===== src/core/gmpu_pkg.sv =====
// package for the move and permute execution unit
package gmpu_pkg;

    localparam int GR_WIDTH      = 64;
    localparam int PRED_COUNT    = 64;
    localparam int INDEX_LSB     = 0;
    localparam int INDEX_MSB     = 7;
    localparam int UM_MSB        = 5;
    localparam int MASK17_WIDTH  = 17;
    localparam int MASK_FIELD_W  = 16;
    localparam int ROT_FIELD_W   = 28;
    localparam int ROT_IMM_W     = 44;
    localparam int ROT_SHIFT     = 16;
    localparam int ROT_FIRST     = 16;
    localparam int LONG_SLOT_W   = 41;
    localparam int LONG_LOW_W    = 23;
    localparam int HALF_SEL_W    = 8;
    localparam int IMM8_W        = 8;
    localparam int PMD_IMPL_BASE = 4;

    typedef enum logic [4:0] {
        GMPU_OP_NOP,
        GMPU_OP_IDX_READ,
        GMPU_OP_IP_READ,
        GMPU_OP_PRED_READ,
        GMPU_OP_PRED_WRITE,
        GMPU_OP_PRED_ROT,
        GMPU_OP_UM_READ,
        GMPU_OP_UM_WRITE,
        GMPU_OP_LONG_IMM,
        GMPU_OP_BYTE_PERM,
        GMPU_OP_HALF_PERM,
        GMPU_OP_OR_REG,
        GMPU_OP_OR_IMM
    } gmpu_op_t;

    typedef enum logic [2:0] {
        GMPU_BP_REV,
        GMPU_BP_MIX,
        GMPU_BP_SHUF,
        GMPU_BP_ALT,
        GMPU_BP_BRCST
    } gmpu_bperm_t;

    typedef enum logic [1:0] {
        GMPU_FILE_ID,
        GMPU_FILE_PMD
    } gmpu_file_t;

    typedef enum logic [2:0] {
        GMPU_UNIT_I,
        GMPU_UNIT_B,
        GMPU_UNIT_M,
        GMPU_UNIT_F,
        GMPU_UNIT_X
    } gmpu_unit_t;

    // one issued operation
    typedef struct packed {
        logic        valid;
        gmpu_op_t    op;
        logic        qp;
        gmpu_unit_t  unit;
        gmpu_unit_t  nopUnit;
        gmpu_file_t  file;
        gmpu_bperm_t bperm;
        logic [HALF_SEL_W-1:0]   halfSel;
        logic [MASK_FIELD_W-1:0] maskField;
        logic [ROT_FIELD_W-1:0]  rotField;
        logic [LONG_LOW_W-1:0]   longLow;
        logic [LONG_SLOT_W-1:0]  longSlot;
        logic [IMM8_W-1:0]       imm8;
        logic [GR_WIDTH-1:0]     srcA;
        logic                    srcATag;
        logic [GR_WIDTH-1:0]     srcB;
        logic                    srcBTag;
        logic [GR_WIDTH-1:0]     bundleIp;
    } gmpu_issue_t;

    // general register write back
    typedef struct packed {
        logic                valid;
        logic [GR_WIDTH-1:0] data;
        logic                tag;
    } gmpu_grwr_t;

    // fault report
    typedef struct packed {
        logic tagConsume;
        logic reservedRegField;
        logic illegalUnit;
    } gmpu_fault_t;

endpackage


===== src/core/gmpu_move_permute.sv =====
// move, predicate, user mask, permute and or execution unit
`timescale 1ns/100ps
////////////////////////////////////////////////////////////////////////
// Overview of operation
// - indexed file reads use only index bits 7:0
// - missing indexed register faults, except in performance file
// - implementation part of performance file reads fault only on tagged index
// - instruction pointer move writes executing bundle address
// - predicate i lands in bit i, bit zero reads one
// - predicate zero stays one, never written
// - register predicate write gated by 17-bit mask from 16-bit field
// - mask top bit covers all rotating predicates
// - tagged source on register predicate write faults
// - rotate form writes predicates 16..63 from sign-extended immediate
// - predicate moves act as if rotation base were zero
// - user mask read zero-extends status bits 5:0
// - user mask write replaces only status bits 5:0
// - long immediate writes 64 bits, 41 from long slot
// - byte permute offers exactly five patterns
// - reverse puts byte 0 on top, byte 7 at bottom
// - broadcast copies byte 0 to all bytes
// - mix, shuffle and alternate byte orders as listed
// - halfword j takes halfword named by selector bits 2j+1:2j
// - no-operation changes nothing, marker immediate ignored
// - long-slot no-operation accepts upper 41 immediate bits
// - unit no-operation forms only run on their unit type
// - or combines register or immediate with second operand
// - or immediate sign-extended, tag from used sources
module gmpu_move_permute #(
    parameter int IDX_COUNT     = 8,
    parameter int PMD_COUNT     = 256,
    parameter logic [5:0] UM_RESERVED = 6'h01
) (
    // clock and reset
    input  wire logic                          clock,
    input  wire logic                          nrst,
    // issue
    input  wire gmpu_pkg::gmpu_issue_t         issue,
    // indexed file read port
    output      logic [7:0]                    idxAddr,
    output      gmpu_pkg::gmpu_file_t          idxFile,
    input  wire logic [gmpu_pkg::GR_WIDTH-1:0] idxData,
    // predicate and status state
    input  wire logic [gmpu_pkg::PRED_COUNT-1:0] predIn,
    input  wire logic [gmpu_pkg::GR_WIDTH-1:0]   psrIn,
    // results
    output      gmpu_pkg::gmpu_grwr_t          grWrite,
    output      logic                          predWriteEn,
    output      logic [gmpu_pkg::PRED_COUNT-1:0] predWriteMask,
    output      logic [gmpu_pkg::PRED_COUNT-1:0] predWriteData,
    output      logic                          umWriteEn,
    output      logic [gmpu_pkg::UM_MSB:0]     umWriteData,
    output      gmpu_pkg::gmpu_fault_t         fault
);
    import gmpu_pkg::*;

    ////////////////////////////////////////////////////////////////////
    // reset release
    logic rstMeta;
    logic rstSync;
    always_ff @(posedge clock or negedge nrst) begin
        if (!nrst) begin
            rstMeta <= 1'b0;
            rstSync <= 1'b0;
        end else begin
            rstMeta <= 1'b1;
            rstSync <= rstMeta;
        end
    end

    ////////////////////////////////////////////////////////////////////
    // helpers
    function automatic logic [63:0] sext8(input logic [7:0] v);
        sext8 = {{56{v[7]}}, v};
    endfunction

    ////////////////////////////////////////////////////////////////////
    // qualification
    wire fire = issue.valid && issue.qp;
    wire unitOk = (issue.op != GMPU_OP_NOP) ||
                  (issue.nopUnit == issue.unit);

    ////////////////////////////////////////////////////////////////////
    // indexed file read
    wire [7:0] index = issue.srcB[INDEX_MSB:INDEX_LSB];
    wire idxRd = issue.op == GMPU_OP_IDX_READ;
    wire idxMissing = (issue.file == GMPU_FILE_ID) &&
                      ({24'h000000, index} >= IDX_COUNT);
    wire idxTagFault = idxRd && issue.srcBTag;
    wire idxResFault = idxRd && !issue.srcBTag && idxMissing;

    assign idxAddr = index;
    assign idxFile = issue.file;

    ////////////////////////////////////////////////////////////////////
    // predicates, rotation base taken as zero
    wire [63:0] predRead = {predIn[63:1], 1'b1};
    wire [16:0] mask17 = {issue.maskField, 1'b0};
    wire [63:0] regMask = {{47{mask17[16]}}, mask17};
    wire [43:0] rotImm = {issue.rotField, 16'h0000};
    wire [63:0] rotVal = {{20{rotImm[43]}}, rotImm};
    wire predRegWr = issue.op == GMPU_OP_PRED_WRITE;
    wire predRotWr = issue.op == GMPU_OP_PRED_ROT;
    wire predTagFault = predRegWr && issue.srcATag;
    wire [63:0] rotMask = {48'hFFFFFFFFFFFF, 16'h0000};
    wire [63:0] next_predMask =
        (predRotWr ? rotMask : regMask) & 64'hFFFFFFFFFFFFFFFE;
    wire [63:0] next_predData = predRotWr ? rotVal : issue.srcA;

    ////////////////////////////////////////////////////////////////////
    // user mask
    wire umWr = issue.op == GMPU_OP_UM_WRITE;
    wire umTagFault = umWr && issue.srcATag;
    wire umResFault = umWr && !issue.srcATag &&
                      ((issue.srcA[UM_MSB:0] & UM_RESERVED) != 6'h00);
    wire [63:0] umRead = {58'h0, psrIn[UM_MSB:0]};

    ////////////////////////////////////////////////////////////////////
    // long immediate, permute, or
    wire [63:0] longImm = {issue.longSlot, issue.longLow};
    wire [63:0] permRes;
    gmpu_byte_perm permNet (
        .bperm    (issue.bperm),
        .halfSel  (issue.halfSel),
        .halfMode (issue.op == GMPU_OP_HALF_PERM),
        .src      (issue.srcA),
        .result   (permRes)
    );
    wire orImm = issue.op == GMPU_OP_OR_IMM;
    wire [63:0] orA = orImm ? sext8(issue.imm8) : issue.srcA;
    wire [63:0] orRes = orA | issue.srcB;
    wire orTag = issue.srcBTag || (!orImm && issue.srcATag);

    ////////////////////////////////////////////////////////////////////
    // result selection
    logic [63:0] resData;
    logic        resTag;
    logic        resWr;
    always_comb begin
        resData = 64'h0;
        resTag  = 1'b0;
        resWr   = 1'b1;
        unique case (issue.op)
            GMPU_OP_IDX_READ:  resData = idxData;
            GMPU_OP_IP_READ:   resData = issue.bundleIp;
            GMPU_OP_PRED_READ: resData = predRead;
            GMPU_OP_UM_READ:   resData = umRead;
            GMPU_OP_LONG_IMM:  resData = longImm;
            GMPU_OP_BYTE_PERM, GMPU_OP_HALF_PERM: begin
                resData = permRes;
                resTag  = issue.srcATag;
            end
            GMPU_OP_OR_REG, GMPU_OP_OR_IMM: begin
                resData = orRes;
                resTag  = orTag;
            end
            GMPU_OP_NOP, GMPU_OP_PRED_WRITE, GMPU_OP_PRED_ROT,
            GMPU_OP_UM_WRITE:  resWr = 1'b0;
            default:           resWr = 1'b0;
        endcase
    end

    wire anyFault = idxTagFault || idxResFault || predTagFault ||
                    umTagFault || umResFault || !unitOk;
    wire commit = fire && !anyFault;

    ////////////////////////////////////////////////////////////////////
    // output registers
    always_ff @(posedge clock or negedge nrst) begin
        if (!nrst) begin
            grWrite       <= '0;
            predWriteEn   <= 1'b0;
            predWriteMask <= 64'h0;
            predWriteData <= 64'h0;
            umWriteEn     <= 1'b0;
            umWriteData   <= 6'h00;
            fault         <= '0;
        end else if (!rstSync) begin
            grWrite       <= '0;
            predWriteEn   <= 1'b0;
            umWriteEn     <= 1'b0;
            fault         <= '0;
        end else begin
            grWrite.valid <= commit && resWr;
            grWrite.data  <= resData;
            grWrite.tag   <= resTag;
            predWriteEn   <= commit && (predRegWr || predRotWr);
            predWriteMask <= next_predMask;
            predWriteData <= next_predData;
            umWriteEn     <= commit && umWr;
            umWriteData   <= issue.srcA[UM_MSB:0];
            fault.tagConsume <= fire &&
                (idxTagFault || predTagFault || umTagFault);
            fault.reservedRegField <= fire &&
                (idxResFault || umResFault);
            fault.illegalUnit <= fire && !unitOk;
        end
    end
endmodule


===== src/core/gmpu_byte_perm.sv =====
// byte and halfword permute network
`timescale 1ns/100ps
module gmpu_byte_perm (
    // selection
    input  wire gmpu_pkg::gmpu_bperm_t              bperm,
    input  wire logic [gmpu_pkg::HALF_SEL_W-1:0]    halfSel,
    input  wire logic                               halfMode,
    // data
    input  wire logic [gmpu_pkg::GR_WIDTH-1:0]      src,
    output      logic [gmpu_pkg::GR_WIDTH-1:0]      result
);
    import gmpu_pkg::*;

    wire [7:0] b0 = src[7:0];
    wire [7:0] b1 = src[15:8];
    wire [7:0] b2 = src[23:16];
    wire [7:0] b3 = src[31:24];
    wire [7:0] b4 = src[39:32];
    wire [7:0] b5 = src[47:40];
    wire [7:0] b6 = src[55:48];
    wire [7:0] b7 = src[63:56];

    function automatic logic [15:0] pickHalf(input logic [63:0] s,
                                             input logic [1:0]  idx);
        pickHalf = s[idx*16 +: 16];
    endfunction

    wire [63:0] revRes  = {b0, b1, b2, b3, b4, b5, b6, b7};
    wire [63:0] mixRes  = {b7, b3, b5, b1, b6, b2, b4, b0};
    wire [63:0] shufRes = {b7, b3, b6, b2, b5, b1, b4, b0};
    wire [63:0] altRes  = {b7, b5, b3, b1, b6, b4, b2, b0};
    wire [63:0] brcRes  = {8{b0}};
    wire [63:0] halfRes = {pickHalf(src, halfSel[7:6]),
                           pickHalf(src, halfSel[5:4]),
                           pickHalf(src, halfSel[3:2]),
                           pickHalf(src, halfSel[1:0])};

    wire [63:0] byteRes =
        (bperm == GMPU_BP_REV)  ? revRes  :
        (bperm == GMPU_BP_MIX)  ? mixRes  :
        (bperm == GMPU_BP_SHUF) ? shufRes :
        (bperm == GMPU_BP_ALT)  ? altRes  : brcRes;

    assign result = halfMode ? halfRes : byteRes;
endmodule


===== config.mk =====
export PLATFORM = sky130hd
export DESIGN_NAME = gmpu_move_permute
export DESIGN_NICKNAME = d
export VERILOG_FILES = /design/src/core/gmpu_pkg.sv /design/src/core/gmpu_move_permute.sv /design/src/core/gmpu_byte_perm.sv
export SDC_FILE = /design/constraint.sdc
export NUM_CORES = 1
export LEC_CHECK = 0
export BUFFER_PORTS_ARGS = -buffer_cell sky130_fd_sc_hd__buf_4
export CAP_MARGIN = 10
export CORE_AREA = 2 2 290 292
export CTS_CLUSTER_SIZE = 24
export DETAILED_ROUTE_END_ITERATION = 8
export DIE_AREA = 0 0 292 294
export PLACE_DENSITY_LB_ADDON = 0.1
export SETUP_SLACK_MARGIN = 0.15
export SLEW_MARGIN = 15
export SYNTH_ARGS = -nofsm -noshare
export SYNTH_HDL_FRONTEND = slang
export SYNTH_SLANG_ARGS = --single-unit

===== constraint.sdc =====
create_clock -name clock -period 4.3 [get_ports clock]
set_input_delay 0.86 -clock clock [delete_from_list [all_inputs] [get_ports clock]]
set_output_delay 0.86 -clock clock [all_outputs]
set_load 0.02 [all_outputs]

Word-level counts from Yosys, hierarchy flattened
Index checks and enable logic that the tools add are counted.

operators by class
  add/subtract/negate cells = 0
  multiply operators = 0
  divide/modulo/power cells = 0
  order comparisons = 1
  eq/ne operators = 16
  shift operators = 4
  multiplexer cells = 15
  bitwise operators = 1
  reductions and logical operators = 39

operators by type and width
  operator            number
  $mux 64             8
  $pmux 64 s7         1
  $shiftx 64x7->16    4
  $mux 66             1
  $or 64x64->64       1
  $eq 5x4->1 const B  5
  $eq 5x3->1 const B  4
  $logic_and 1x1->1   17
  $logic_or 1x1->1    11
  $eq 5x2->1 const B  2
  $reduce_or 9->1     1
  $ge 8x4->1 const B  1
  $eq 3x2->1 const B  2
  $eq 5x1->1 const B  1
  $logic_not 1->1     5
  $reduce_bool 5->1   1
  $reduce_or 2->1     2
  $eq 3x1->1 const B  1
  $eq 3x3->1          1
  $logic_not 3->1     1
  $mux 1              3
  $mux 3              1
  $logic_not 2->1     1
  $pmux 1 s2          1

storage, ports and cells
  bits in registers = 206
  bits in latches = 0
  memory bits (writable) = 0
  ROM bits = 0
  bits of input ports = 530
  output and inout bits = 215
  word-level logic and storage cells = 89
  memories kept = 0

Longest topological paths before layout
  depth after elaboration = 12
  depth in mapped cells = 9
  depth with buffers taken out = 5

Hierarchy
Synthesis repeated with hierarchy kept, for this count alone.

second synthesis, totals
  cells, all modules = 1527
  area total of the unflattened synthesis = 13640.6 um^2

modules (own cells, without submodules)
  module             times used  cells an instance  area each (um^2)  seq. area each (um^2)
  gmpu_move_permute  1           1029               9601.7            3978.8
  gmpu_byte_perm     1           498                4038.9            0.0

Worst setup path before layout
No wires, ideal clock.

  kind = input to register
  start = input port issue[316] (netlist bit)
  end = register grWrite[57] (netlist bit)
  setup time = 0.131 ns
  data arrival time = 2.372 ns
  slack = 1.797 ns
  cell stages on the path = 6
  path buffers = 2
  cell sequence = buf_2 > buf_2 > mux4_2 > nor2_1 > a311oi_1 > or3_1

between the ends
  longest elaborated chain between the ends = 4

RTL lines
  item              line                      source
  start, declared   gmpu_move_permute.sv:38   input wire gmpu_pkg::gmpu_issue_t issue,
  $shiftx 64x7->16  gmpu_byte_perm.sv:25      pickHalf = s[idx*16 +: 16];
  $mux 64           gmpu_byte_perm.sv:44      assign result = halfMode ? halfRes : byteRes;
  $pmux 64 s7       gmpu_move_permute.sv:143  unique case (issue.op)
  $mux 66           gmpu_move_permute.sv:178  end else if (!rstSync) begin
  end, declared     gmpu_move_permute.sv:47   output gmpu_pkg::gmpu_grwr_t grWrite,

No other way between the ends.
A chain may end at the register's enable or synchronous reset.

Worst setup path in the final report
  start = input port issue[332] (netlist bit)
  end = register grWrite[40] (netlist bit)

between the ends
  longest elaborated chain between the ends = 5

RTL lines
  item             line                                                source
  $eq 5x4->1       gmpu_move_permute.sv:129, gmpu_move_permute.sv:143
  $mux 64          gmpu_move_permute.sv:130                            wire [63:0] orA = orImm ? sext8(issue.imm8) : issue.srcA;
  $or 64x64->64    gmpu_move_permute.sv:131                            wire [63:0] orRes = orA | issue.srcB;
  $pmux 64 s7 (*)  gmpu_move_permute.sv:143
  $mux 66 (*)      gmpu_move_permute.sv:178

Mark *: on every way between the ends. The rest lies on a longest branch, timed or not.

==> impl_metrics.json <==
{
  "max_cap_viol_count": 0,
  "io_pins": 745,
  "num_rows": 106,
  "post_layout_nonfiller_instances": 3161,
  "netlist_area_sq_um": 13100,
  "avgSynthCellArea_sq_um": 8.25,
  "layout_common_cells": "buf_4 (719), a21oi_1 (297), nand2_1 (167)",
  "powerDensity_nw_per_um2": 262,
  "ys_seq_elements": 159,
  "dr.pass1.iters": 9,
  "slew-limit-headroom": 0.389,
  "hold_class": "flip-flop to flip-flop",
  "drtAntennaViolNets": 0,
  "clock-sinks": 159,
  "area_delta_synth_final_pct": 46.7,
  "setup_viol": 0,
  "grt_use_total": 0.209,
  "critPathKind": "input port to flip-flop",
  "post_cts_buffers": 0,
  "clk_path_buf_depth": 2,
  "cpPeakStageDelay_ps": 750,
  "grt_max_degree": 85,
  "tightest_slew_ps": 916,
  "htreeDepth": 4,
  "synth_nets": 2120,
  "synth_cell_types": 63,
  "antenna_found_initial": 15,
  "slew_viol_final": 0,
  "vias_per_cell": 4.81,
  "vdd_ir_drop_max_uv": 258,
  "gp_congestion": 0.815,
  "critPathMaxFanout": 25,
  "grt_pass1_wl_mm": 126,
  "routed_wl_mm": 93.0,
  "die_x_microns": 292,
  "drive_above_1_share": 0.411,
  "core-area_sq_um": 82900,
  "synth-edff-count": 0,
  "setup_tns_ps": 0,
  "cts_tree": "done",
  "end_kind": "flip-flop",
  "status": "finished, final reports clean",
  "synth_cells": 1590,
  "layout_commonest_cell": "buf_4",
  "fmax_mhz": 325,
  "first_global_vias": 15300,
  "drcViolationCount": 0,
  "cts_root_buf": "clkbuf_16",
  "async_flop_share": 1.00,
  "wl_per_cell_microns": 29.4,
  "p_leak_nw": 8.69,
  "critPathLaunchType": "input port",
  "setup_ws_ps": 1220,
  "rsz0062_at_grt": "false",
  "worstPathCellList": "buf_4, nor4b_4, and2_2, a222oi_1, a21oi_1, a211o_1",
  "synthFlopType": "dfrtp_1",
  "cts_hold_buf": 0,
  "die-area_sq_um": 85800,
  "ys_seq_area_frac": 0.303,
  "cts_buffers": 17,
  "clk_pin_slew_ps": 90,
  "vias": 15200,
  "drt_iter0_markers": 1352,
  "min_period_over_period": 0.716,
  "finalCriticalPeriod_ps": 3080,
  "cts_resized": 0,
  "fin_worst_skew_ps": 14.6,
  "initial_core_util": 0.158,
  "dp_hpwl_mm": 69.6,
  "io_buffers": 684,
  "slowest_stage": "and2_2",
  "dieHeight_microns": 294,
  "finalHoldViolations": 0,
  "dpl.cell_count": 3127,
  "cp.arrival_ps": 3520,
  "fin_nets": 2596,
  "critPathRequiredTime_ps": 4740,
  "yosysWarnings": 0,
  "clk_latency_ps": 500,
  "grt_overflow": 0,
  "dpl_worst_slack_ps": 800
}
layer usage:
layer	track usage	part of all wire	wire length, microns
met5	0	0.0012	114
met4	0.0666	0.029	2730
met3	0.0477	0.069	6380
met2	0.354	0.49	45200
met1	0.263	0.41	38600
state kept, by name (all words and copies together) (netlist names):
name	count
fault	3
predWriteData	64
predWriteEn	1
grWrite	66
rstSync	1
umWriteEn	1
predWriteMask	16
umWriteData	6
rstMeta	1
worst max-delay path: cells and delay by family:
kind | cells | cell delay [ps]
buf+inv | 1 | 200
simple gates | 2 | 1370
compound gates | 3 | 1050
logic make-up after synthesis:
| group | after synthesis | synth area share |
|---|---|---|
| xor+xnor | 5 | 0.00334 |
| mux | 103 | 0.141 |
| other cells | 2 | 0.000572 |
| compound gates | 612 | 0.297 |
| buf+inv | 307 | 0.115 |
| flops | 159 | 0.303 |
| simple gates | 402 | 0.140 |
area by class of cell:
cell class | count | area (sq um)
Fill cell | 9172 | 63600
Multi-Input combinational cell | 1124 | 7670
Timing Repair Buffer | 724 | 5490
Sequential cell | 159 | 3980
Tap cell | 1080 | 1350
Clock buffer | 18 | 439
Clock inverter | 14 | 164
Inverter | 40 | 150
Antenna cell | 2 | 5.00
synth_stat cells (15+ instances only):
master	n	area share
inv_1	40	0.011
mux4_2	64	0.11
o21ai_0	57	0.022
a22oi_1	33	0.019
a31oi_1	32	0.015
dfrtp_1	159	0.30
a21oi_1	297	0.11
buf_1	18	0.0051
clkbuf_1	116	0.033
a222oi_1	45	0.034
a211o_1	40	0.027
nor2b_1	16	0.0076
mux2_2	16	0.014
nand3b_1	18	0.010
nor2_1	107	0.031
mux2i_1	23	0.018
or3_1	15	0.0072
nand2_1	169	0.048
buf_4	64	0.037
buf_2	64	0.024
nand3_1	34	0.013
worst paths after layout:
kind	start	end	slack, ps	cells after the start
setup / recovery	issue[332]	grWrite[40]	1220	6
hold / removal	rstMeta	rstSync	350	0
setup reg to reg	rstSync	predWriteData[2]	1890	4
hold reg to reg	rstMeta	rstSync	350	0
max in group asynchronous	nrst	predWriteData[10]	3120	2
min in group asynchronous	nrst	predWriteMask[6]	380	1
metrics by stage:
step                      total power [mW]  cell area (sq um)  hold WS [ps]  utilization
after floorplan                       2.50              13100           331            -
after global placement                3.40              18600           335        0.225
after detailed placement              3.41              18600           336        0.225
after CTS                             5.16              19200           351        0.232
after global routing                  5.30              19200           350        0.232
final                                 5.05              19200           348        0.232
where the power goes:
group,leakage (nW),internal (mW),switching [mW]
Sequential,2.00,1.59,0.0531
Clock,0.293,0.801,0.881
Combinational,6.40,0.735,0.987
Total,8.69,3.13,1.92
No activity file was read; power rests on OpenSTA's default activity.
